**src/core/emb_pkg.sv**
```systemverilog
package emb_pkg;

    // Register byte offsets
    localparam logic [7:0] CTRL_OFS     = 8'h00;
    localparam logic [7:0] STATUS_OFS   = 8'h04;
    localparam logic [7:0] CAM_DATA_OFS = 8'h08;
    localparam logic [7:0] CAM_MASK_OFS = 8'h0c;
    localparam logic [7:0] CAM_LOAD_OFS = 8'h10;

    // Control register fields
    localparam int CTRL_MODE_BIT  = 0;
    localparam int CTRL_GEO_LSB   = 1;
    localparam int CTRL_UNENC_BIT = 4;
    localparam int CTRL_PAGE_EN   = 5;
    localparam int CTRL_PAGE_LSB  = 6;
    localparam logic [7:0] CTRL_RESET = 8'h00;

    // Memory shape
    localparam int RAM_ROWS   = 128;
    localparam int RAM_WIDTH  = 16;
    localparam int ADDR_W     = 13;
    localparam int PAGE_LSB   = 11;
    localparam int CAM_WORDS  = 32;
    localparam int CAM_WIDTH  = 32;
    localparam logic [2:0] GEO_MAX = 3'h4;

    // Content-addressable write sequencer
    typedef enum logic [1:0] {
        EMB_W_IDLE = 2'b00,
        EMB_W_DATA = 2'b01,
        EMB_W_MASK = 2'b10
    } emb_wstate_type;

    // One stored entry: data and per-bit don't-care
    typedef struct packed {
        logic [31:0] data;
        logic [31:0] dc;
    } emb_entry_type;

    // Geometry code above the largest ratio acts as 2048 x 1
    function automatic logic [2:0] emb_geo(input logic [2:0] g);
        emb_geo = (g > GEO_MAX) ? GEO_MAX : g;
    endfunction : emb_geo

    // Bits of one word at this geometry, as a low mask
    function automatic logic [15:0] emb_wmask(input logic [2:0] g);
        emb_wmask = 16'hffff >> (5'h10 - (5'h10 >> emb_geo(g)));
    endfunction : emb_wmask

    // Bit position of the addressed word inside its row
    function automatic logic [3:0] emb_shift(input logic [10:0] a,
                                             input logic [2:0]  g);
        logic [3:0] lane;
        logic [3:0] width;
        lane  = a[3:0] & 4'((4'h1 << emb_geo(g)) - 4'h1);
        width = 4'(5'h10 >> emb_geo(g));
        emb_shift = 4'(lane * width);
    endfunction : emb_shift

    // Physical row that holds the addressed word
    function automatic logic [6:0] emb_row(input logic [10:0] a,
                                           input logic [2:0]  g);
        emb_row = 7'(a >> emb_geo(g));
    endfunction : emb_row

endpackage : emb_pkg

```
**src/core/emb_block.sv**
```systemverilog
// Notes on behaviour
// - RAM ratios 128x16 down to 2048x1
// - Write strobe made internally from clock
// - Up to 2048 words; width needs nothing
// - Page decoder enables shared-line driver
// - Low eleven address bits common, two page
// - With decode on only the selected page drives, with it off every page; none drives in CAM mode
// - Ten local outputs, nine distinct
// - CAM holds 32 entries of 32 bits
// - Don't-care bits never cause mismatch
// - Encoded mode gives matching entry address
// - Unencoded: 32 lines, sixteen per cycle over two cycles
// - Duplicates make encoded result invalid
// - Entry write two cycles, three with mask
// - Entries loadable at setup or runtime
module emb_block (
    input  wire logic        pclk,
    input  wire logic        presetn,
    // APB slave
    input  wire logic        psel,
    input  wire logic        penable,
    input  wire logic        pwrite,
    input  wire logic [7:0]  paddr,
    input  wire logic [31:0] pwdata,
    output logic      [31:0] prdata,
    output logic             pready,
    output logic             pslverr,
    // RAM port from fabric
    input  wire logic        ram_we,
    input  wire logic [12:0] ram_addr,
    input  wire logic [15:0] ram_wdata,
    output logic      [15:0] ram_rdata,
    // Shared column read line
    output logic      [15:0] col_line_o,
    output logic             col_line_oe,
    // Local feedback to neighbouring logic cells
    output logic      [9:0]  local_out,
    // CAM write from fabric
    input  wire logic        cam_wr_req,
    input  wire logic [4:0]  cam_wr_idx,
    input  wire logic [31:0] cam_wr_data,
    input  wire logic [31:0] cam_wr_dc,
    output logic             cam_busy,
    // CAM search from fabric
    input  wire logic        srch_req,
    input  wire logic [31:0] srch_key,
    output logic             srch_ready,
    output logic             res_valid,
    output logic             res_phase,
    output logic      [15:0] res_data,
    output logic             match_found,
    output logic             multi_match
);

    // ---------------- Register file ----------------
    // Five word registers on the bus
    // Control keeps its low byte only
    // Unused bits read back as zero
    // Miss or status write: error, no effect
    logic [7:0]  ctrl_reg;       // Mode, geometry, output form, page
    logic [31:0] ld_data_reg;    // Setup-load data word
    logic [31:0] ld_mask_reg;    // Setup-load don't-care word
    logic [31:0] prdata_reg;     // Read data captured in setup phase
    logic        slverr_reg;     // Error captured in setup phase

    // Fields of the control word
    wire         cam_mode  = ctrl_reg[emb_pkg::CTRL_MODE_BIT];
    wire  [2:0]  geo       = ctrl_reg[emb_pkg::CTRL_GEO_LSB +: 3];
    wire         unenc     = ctrl_reg[emb_pkg::CTRL_UNENC_BIT];
    wire         page_en   = ctrl_reg[emb_pkg::CTRL_PAGE_EN];
    wire  [1:0]  page_id   = ctrl_reg[emb_pkg::CTRL_PAGE_LSB +: 2];

    // Bus phase and address decode
    wire         apb_setup = psel & ~penable;
    wire         apb_wr    = psel & penable & pwrite;
    wire         hit_ctrl  = (paddr == emb_pkg::CTRL_OFS);
    wire         hit_stat  = (paddr == emb_pkg::STATUS_OFS);
    wire         hit_dat   = (paddr == emb_pkg::CAM_DATA_OFS);
    wire         hit_msk   = (paddr == emb_pkg::CAM_MASK_OFS);
    wire         hit_ld    = (paddr == emb_pkg::CAM_LOAD_OFS);
    wire         mapped    = hit_ctrl | hit_stat | hit_dat | hit_msk |
                             hit_ld;

    // Status sources
    logic [4:0]  last_enc_reg;   // Last encoded search address
    logic [31:0] status_word;    // Assembled status view
    logic [31:0] rd_mux;         // Selected read value

    assign status_word = {24'h000000, last_enc_reg, multi_match,
                          match_found, cam_busy};

    // Read selection by address
    assign rd_mux = hit_ctrl ? {24'h000000, ctrl_reg} :
                    hit_stat ? status_word :
                    hit_dat  ? ld_data_reg :
                    hit_msk  ? ld_mask_reg :
                    32'h0000_0000;

    // Slave never stalls
    // Read word latched at setup edge
    // Status moving in access shows next time
    // Zero wait states: data captured during setup
    assign pready  = 1'b1;
    assign prdata  = prdata_reg;
    assign pslverr = slverr_reg & psel & penable;

    // Load trigger reads as zero
    // Setup-phase capture of read data and error
    always_ff @(posedge pclk or negedge presetn) begin
        if (!presetn) begin
            prdata_reg <= 32'h0000_0000;
            slverr_reg <= 1'b0;
        end else if (apb_setup) begin
            prdata_reg <= pwrite ? 32'h0000_0000 : rd_mux;
            slverr_reg <= ~mapped | (pwrite & hit_stat);
        end
    end

    // Commit only at the access edge
    // Aborted setup leaves registers alone
    // Writable registers
    always_ff @(posedge pclk or negedge presetn) begin
        if (!presetn) begin
            ctrl_reg    <= emb_pkg::CTRL_RESET;
            ld_data_reg <= 32'h0000_0000;
            ld_mask_reg <= 32'h0000_0000;
        end else if (apb_wr) begin
            if (hit_ctrl) begin
                ctrl_reg <= pwdata[7:0];
            end else if (hit_dat) begin
                ld_data_reg <= pwdata;
            end else if (hit_msk) begin
                ld_mask_reg <= pwdata;
            end
        end
    end

    // ---------------- RAM and depth expansion ----------------
    // Eleven address bits common to a column
    // Two bits above pick the page
    // Decode off: block answers every page
    // Decode on: only the owner writes
    // Four blocks, four ids, no collision
    logic [1:0] page_sel;       // Upper two address bits
    logic       page_hit;       // This block owns the addressed page
    logic       page_hit_reg;   // Page ownership aligned with read data
    logic [15:0] ram_q;         // Registered core read data

    assign page_sel = ram_addr[emb_pkg::ADDR_W-1:emb_pkg::PAGE_LSB];
    assign page_hit = ~page_en | (page_sel == page_id);

    // Writes refused in CAM mode
    // Single-block use needs no outside control; writes gated by page
    emb_ram u_ram (
        .pclk  (pclk),
        .we    (ram_we & ~cam_mode & page_hit),
        .addr  (ram_addr[emb_pkg::PAGE_LSB-1:0]),
        .geo   (geo),
        .wdata (ram_wdata),
        .rdata (ram_q)
    );

    // Enable aligned with the registered word
    // Live decode would drive stale data
    // for one cycle after a page change
    // Page ownership registered on the same edge as the read
    always_ff @(posedge pclk or negedge presetn) begin
        if (!presetn) begin
            page_hit_reg <= 1'b0;
        end else begin
            page_hit_reg <= page_hit & ~cam_mode;
        end
    end

    // Exactly one block per column owns each page, so no contention
    assign ram_rdata   = ram_q;
    assign col_line_o  = page_hit_reg ? ram_q : 16'h0000;
    assign col_line_oe = page_hit_reg;

    // Short path for neighbouring logic cells
    // Nine distinct lines, tenth repeats bit zero
    assign local_out = {ram_q[0], ram_q[8:0]};

    // ---------------- CAM write sequencer ----------------
    // Accept in idle, then data cycle
    // Data cycle clears don't-care bits
    // Mask cycle only if any bit is set
    // Fabric port wins a tie with a load
    // A losing load is dropped silently
    // Search during a write sees it half done
    emb_pkg::emb_wstate_type wst_reg;   // Sequencer state
    emb_pkg::emb_wstate_type wst_next;  // Next sequencer state
    logic [4:0]  widx_reg;              // Entry being written
    logic [31:0] wdata_reg;             // Captured data
    logic [31:0] wdc_reg;               // Captured don't-care bits
    logic        fab_take;              // Fabric write accepted
    logic        ld_take;               // Setup-load write accepted
    logic        wr_take;               // Any write accepted

    assign fab_take = cam_wr_req & (wst_reg == emb_pkg::EMB_W_IDLE);
    assign ld_take  = apb_wr & hit_ld & ~cam_wr_req &
                      (wst_reg == emb_pkg::EMB_W_IDLE);
    assign wr_take  = fab_take | ld_take;
    assign cam_busy = (wst_reg != emb_pkg::EMB_W_IDLE);

    // Mask cycle skipped when no bit is set
    // Next-state: accept, data cycle, optional mask cycle
    always_comb begin
        wst_next = wst_reg;
        case (wst_reg)
            emb_pkg::EMB_W_IDLE: begin
                if (wr_take) begin
                    wst_next = emb_pkg::EMB_W_DATA;
                end
            end
            emb_pkg::EMB_W_DATA: begin
                if (wdc_reg != 32'h0000_0000) begin
                    wst_next = emb_pkg::EMB_W_MASK;
                end else begin
                    wst_next = emb_pkg::EMB_W_IDLE;
                end
            end
            emb_pkg::EMB_W_MASK: begin
                wst_next = emb_pkg::EMB_W_IDLE;
            end
            default: begin
                wst_next = emb_pkg::EMB_W_IDLE;
            end
        endcase
    end

    // Sequencer state and captured operands are reset
    // State register
    always_ff @(posedge pclk or negedge presetn) begin
        if (!presetn) begin
            wst_reg <= emb_pkg::EMB_W_IDLE;
        end else begin
            wst_reg <= wst_next;
        end
    end

    // Operands held from acceptance on
    // Requester may move on once busy rises
    // Capture of the entry to write; fabric wins over setup load
    always_ff @(posedge pclk or negedge presetn) begin
        if (!presetn) begin
            widx_reg  <= 5'h00;
            wdata_reg <= 32'h0000_0000;
            wdc_reg   <= 32'h0000_0000;
        end else if (fab_take) begin
            widx_reg  <= cam_wr_idx;
            wdata_reg <= cam_wr_data;
            wdc_reg   <= cam_wr_dc;
        end else if (ld_take) begin
            widx_reg  <= pwdata[4:0];
            wdata_reg <= ld_data_reg;
            wdc_reg   <= ld_mask_reg;
        end
    end

    // ---------------- CAM search ----------------
    // Taken when ready, answers next edge
    // Encoded: one cycle with the index
    // Unencoded: two cycles, low half first
    // Next search held off until upper half
    // Match flags stand until next search
    logic [31:0] hits;          // Live match vector
    logic [31:0] hi_hits_reg;   // Upper entries held for second cycle
    logic        second_reg;    // Unencoded second cycle pending
    logic        srch_take;     // Search accepted
    logic [4:0]  enc;           // Lowest matching entry
    logic        any_hit;       // At least one entry matches
    logic        many_hit;      // More than one entry matches

    emb_cam u_cam (
        .pclk    (pclk),
        .we_data (wst_reg == emb_pkg::EMB_W_DATA),
        .we_mask (wst_reg == emb_pkg::EMB_W_MASK),
        .widx    (widx_reg),
        .wword   ((wst_reg == emb_pkg::EMB_W_MASK) ? wdc_reg : wdata_reg),
        .key     (srch_key),
        .hits    (hits)
    );

    // Several hits leave the index ambiguous
    // multi_match reports that case
    // Lowest-index encoder; with duplicates this pick is not reliable
    always_comb begin
        enc = 5'h00;
        for (int i = emb_pkg::CAM_WORDS - 1; i >= 0; i--) begin
            if (hits[i]) begin
                enc = 5'(i);
            end
        end
    end

    // Flags from live hits; handshake from mode and second cycle
    assign any_hit    = |hits;
    assign many_hit   = (hits & (hits - 32'h0000_0001)) != 32'h0000_0000;
    assign srch_ready = cam_mode & ~second_reg;
    assign srch_take  = srch_req & srch_ready;

    // Second unencoded cycle has priority
    // Ready is low then, so none is lost
    // Result output: encoded one cycle, unencoded two halves
    always_ff @(posedge pclk or negedge presetn) begin
        if (!presetn) begin
            res_valid    <= 1'b0;
            res_phase    <= 1'b0;
            res_data     <= 16'h0000;
            match_found  <= 1'b0;
            multi_match  <= 1'b0;
            second_reg   <= 1'b0;
            hi_hits_reg  <= 32'h0000_0000;
            last_enc_reg <= 5'h00;
        end else if (second_reg) begin
            res_valid  <= 1'b1;
            res_phase  <= 1'b1;
            res_data   <= hi_hits_reg[31:16];
            second_reg <= 1'b0;
        end else if (srch_take) begin
            res_valid    <= 1'b1;
            res_phase    <= 1'b0;
            match_found  <= any_hit;
            multi_match  <= many_hit;
            last_enc_reg <= enc;
            hi_hits_reg  <= hits;
            second_reg   <= unenc;
            if (unenc) begin
                res_data <= hits[15:0];
            end else begin
                res_data <= {11'h000, enc};
            end
        end else begin
            res_valid <= 1'b0;
            res_phase <= 1'b0;
        end
    end

endmodule : emb_block

```
**src/core/emb_ram.sv**
```systemverilog
// Synchronous RAM core, 128 rows of 16 bits, five aspect ratios
module emb_ram (
    input  wire logic        pclk,
    input  wire logic        we,
    input  wire logic [10:0] addr,
    input  wire logic [2:0]  geo,
    input  wire logic [15:0] wdata,
    output logic      [15:0] rdata
);
    logic [15:0] mem [0:emb_pkg::RAM_ROWS-1];  // Storage rows
    logic [6:0]  row;                           // Selected row
    logic [3:0]  shift;                         // Word position in row
    logic [15:0] lane_mask;                     // Bits of the word in row

    assign row       = emb_pkg::emb_row(addr, geo);
    assign shift     = emb_pkg::emb_shift(addr, geo);
    assign lane_mask = emb_pkg::emb_wmask(geo) << shift;

    // Write strobe is the clock edge itself; no separate pulse exists
    always_ff @(posedge pclk) begin
        if (we) begin
            mem[row] <= (mem[row] & ~lane_mask) |
                        ((wdata << shift) & lane_mask);
        end
    end

    // Registered read, word right-aligned and zero-padded above
    always_ff @(posedge pclk) begin
        rdata <= (mem[row] >> shift) & emb_pkg::emb_wmask(geo);
    end
endmodule : emb_ram

```
**src/core/emb_cam.sv**
```systemverilog
// Content-addressable store: 32 entries with don't-care bits
module emb_cam (
    input  wire logic        pclk,
    input  wire logic        we_data,
    input  wire logic        we_mask,
    input  wire logic [4:0]  widx,
    input  wire logic [31:0] wword,
    input  wire logic [31:0] key,
    output logic      [31:0] hits
);
    emb_pkg::emb_entry_type ent [0:emb_pkg::CAM_WORDS-1];  // Entries

    // Data phase clears don't-cares, mask phase sets them
    always_ff @(posedge pclk) begin
        if (we_data) begin
            ent[widx].data <= wword;
            ent[widx].dc   <= 32'h0000_0000;
        end else if (we_mask) begin
            ent[widx].dc <= wword;
        end
    end

    // Compare the key against every entry at once
    always_comb begin
        for (int i = 0; i < emb_pkg::CAM_WORDS; i++) begin
            hits[i] = (((ent[i].data ^ key) & ~ent[i].dc) == 32'h0);
        end
    end
endmodule : emb_cam

```
**config.mk**
```make
export PLATFORM = sky130hd
export DESIGN_NAME = emb_block
export DESIGN_NICKNAME = d
export VERILOG_FILES = /design/src/core/emb_pkg.sv /design/src/core/emb_block.sv /design/src/core/emb_ram.sv /design/src/core/emb_cam.sv
export SDC_FILE = /design/constraint.sdc
export NUM_CORES = 2
export LEC_CHECK = 0
export BUFFER_PORTS_ARGS = -buffer_cell sky130_fd_sc_hd__buf_4
export CAP_MARGIN = 20
export CORE_MARGIN = 2
export CORE_UTILIZATION = 45
export CTS_CLUSTER_SIZE = 30
export DETAILED_ROUTE_END_ITERATION = 12
export PLACE_DENSITY = 0.62
export SLEW_MARGIN = 20
export SYNTH_ARGS = -nofsm -noshare
export SYNTH_HDL_FRONTEND = slang
export SYNTH_HIERARCHICAL = 1
export SYNTH_SLANG_ARGS = --single-unit
```
**constraint.sdc**
```tcl
create_clock -name pclk -period 13.7 [get_ports pclk]
set_clock_uncertainty 0.2 [all_clocks]
set_input_delay 2.74 -clock pclk [delete_from_list [all_inputs] [get_ports pclk]]
set_output_delay 2.74 -clock pclk [all_outputs]
set_load 0.1 [all_outputs]
```
==> impl_metrics.json <==
{
  "outcome": "finished clean",
  "port_buffers": 275,
  "place.detailed.hpwl_mm": 338,
  "worst_pin_slew_ns": 1.32,
  "synth_cell_types": 108,
  "synth_area_leaders": "edfxtp_1 (73%), xnor2_1 (5.3%), dfrtp_1 (3.2%)",
  "root_buffer": "clkbuf_16",
  "fp.dieArea_mm2": 0.381,
  "cts_sinks": 4331,
  "maxUsedRoutingLayer": "met5",
  "rsz0062_at_grt": "no",
  "numCtsBuffers": 426,
  "arrival_ns": 9.71,
  "grt_pass1_wl_mm": 780,
  "setup_viol": 0,
  "p_leak_uw": 0.0615,
  "yosysWarnings": 6,
  "cap_violations": 0,
  "postCtsHoldBufs": 0,
  "hold_class": "reg2reg",
  "critPathLaunchType": "primary input",
  "critPathMaxFanout": 80,
  "syn_nets": 10370,
  "yosys.area.top_type": "edfxtp_1",
  "cts_tree": "built",
  "antenna_found_initial": 41,
  "initial_core_util_pct": 45.1,
  "dr_wl_met3_mm": 62.7,
  "final_hold_viol_count": 0,
  "hold_slack_ns": 0.287,
  "grt.total_usage_pct": 29.2,
  "reg_top3": "u_cam/ent x2048, u_ram/mem x2048",
  "dr.first_iter.drc_count": 15283,
  "row_count": 225,
  "io_pins": 277,
  "timing.final.crit_share_pct": 68.1,
  "met2_length_mm": 266,
  "period_minus_slack_ns": 9.33,
  "synth.most_common_cell": "edfxtp_1",
  "ys.flop_type": "edfxtp_1",
  "met1Wirelength_mm": 203,
  "ant_nets": 0,
  "p_per_area_mw_per_mm2": 152,
  "drive_above_1_share_pct": 16.4,
  "clkTransAtPathRegs_ns": 0.06,
  "die-width_um": 617,
  "worst_setup_path_end_kind": "register",
  "avgSynthCellArea_um2": 16.6,
  "drc": 0,
  "synth_edf_count": 4096,
  "syn2layout_area_growth_pct": 13.6,
  "slew_viol_final": 0,
  "postCtsSetupBuffers": 0,
  "clock_path_buffers": 4,
  "gp_congestion": 0.948,
  "clock_latency_ns": 1.02,
  "netlist_area_mm2": 0.169,
  "clock.fmax_mhz": 107,
  "vias": 102081,
  "routedWlPerCell_um": 35.1,
  "postSynth.asyncResetShare_pct": 5.06,
  "fin_nets": 10953,
  "relSlewSlack_pct": 11.3,
  "htree_num_levels": 5,
  "seq_area_frac_synth_pct": 76.2,
  "synth_top_area_share_pct": 72.8,
  "worstPathRequired_ns": 14.08,
  "syn-instance-count": 10186,
  "synth_commonest_cells": "edfxtp_1 (4096), xnor2_1 (1028), o22ai_1 (871)",
  "grt_overflow": 0,
  "die_y_um": 617,
  "setup_tns_ns": 0,
  "drt_wl_total_mm": 568,
  "ys_seq_elements": 4331,
  "coreArea_mm2": 0.375,
  "viasPerCell": 6.31,
  "dr.pass1.iters": 10,
  "ctsResizeCount": 0,
  "irDropWorstVdd_mv": 0.114,
  "nFillCells": 30347,
  "grt_start_max_net_pins": 107,
  "grt_pass1_vias": 98149,
  "criticalPathCategory": "in2reg"
}
## area by class of cell
| cell class | count | area [µm²] | share of cell area [%] |
|---|---|---|---|
| Multi-Input combinational cell | 5238 | 37800 | 19.7 |
| Tap cell | 4994 | 6250 | 3.25 |
| Clock buffer | 559 | 11300 | 5.88 |
| Inverter | 42 | 158 | 0.0821 |
| Clock inverter | 226 | 1990 | 1.04 |
| Timing Repair Buffer | 730 | 5680 | 2.96 |
| Antenna cell | 48 | 120 | 0.0625 |
| Sequential cell | 4331 | 129000 | 67.0 |
## power breakdown
group          switching (µW)  internal, µW
logic                    2190           596
clock network            4970          6290
registers                 104         15100
## cells by family after synthesis
logic type | share of synthesized area [%]
AOI/OAI and AO/OA | 7.94
xor gates and xnor gates | 5.34
adders and majority gates | 0.0562
buffers and inverters | 2.28
DFF | 76.2
muxes | 3.55
other | 0.00222
and+or+nand+nor | 4.65
## metal layers
layer,global-route usage [%],vias to the layer above
li1,-,41218
met4,15.7,14
met3,6.47,1458
met5,0,-
met2,46.7,7010
met1,37.2,52381
## critical path: stages
cell and delay [ns]:
buf_4 0.14, mux2_2 0.34, o221a_4 0.52, buf_4 0.42
nand3_4 0.43, buf_4 0.71, o22ai_1 0.39, o31ai_1 0.68
o2111ai_1 0.56, a22o_1 0.52, nor3_1 0.41, nand2_1 0.18
o21ai_4 0.09, buf_4 0.50, buf_4 0.77
## per-stage QoR
stage / cell area [µm²] / util [%] / total power [µW] / worst slack [ns] / cells
2_1_floorplan: 169000 / - / 16800 / 1.95 / 10186
3_3_place_gp: 179000 / 47.6 / 18100 / 3.56 / 15330
3_5_place_dp: 179000 / 47.7 / 18200 / 3.78 / 15332
4_1_cts: 192000 / 51.2 / 29300 / 4.73 / 16117
5_1_grt: 192000 / 51.3 / 29900 / 4.34 / 16144
6_report: 192000 / 51.3 / 29200 / 4.37 / 16168
## cells in the final DEF (no fill, tap or decap), types with 117 or more instances in the layout
cell	Yosys	layout
nor2_1	420	330
buf_4	97	710
mux2_2	273	267
nand3_1	147	143
a21oi_1	260	254
edfxtp_1	4096	4096
clkbuf_16	0	429
nor4_1	176	117
xnor2_1	1028	1027
dfrtp_1	219	218
mux2i_1	215	214
o21ai_0	153	148
nand2_1	625	615
o22ai_1	871	871
clkbuf_1	144	123
## final timing paths
path,from,end,slack (ns),cells after the start
setup / recovery,ram_addr[3],u_ram/mem[123][11],4.37,15
hold / removal,hi_hits_reg[16],hi_hits_reg[16],0.29,2
setup reg to reg,ctrl_reg[2],u_ram/mem[123][11],5.05,14
hold reg to reg,hi_hits_reg[16],hi_hits_reg[16],0.29,2
max in group asynchronous,presetn,second_reg,10.38,2
min in group asynchronous,presetn,prdata[10],1.52,1
No activity file was read; power rests on OpenSTA's default activity.
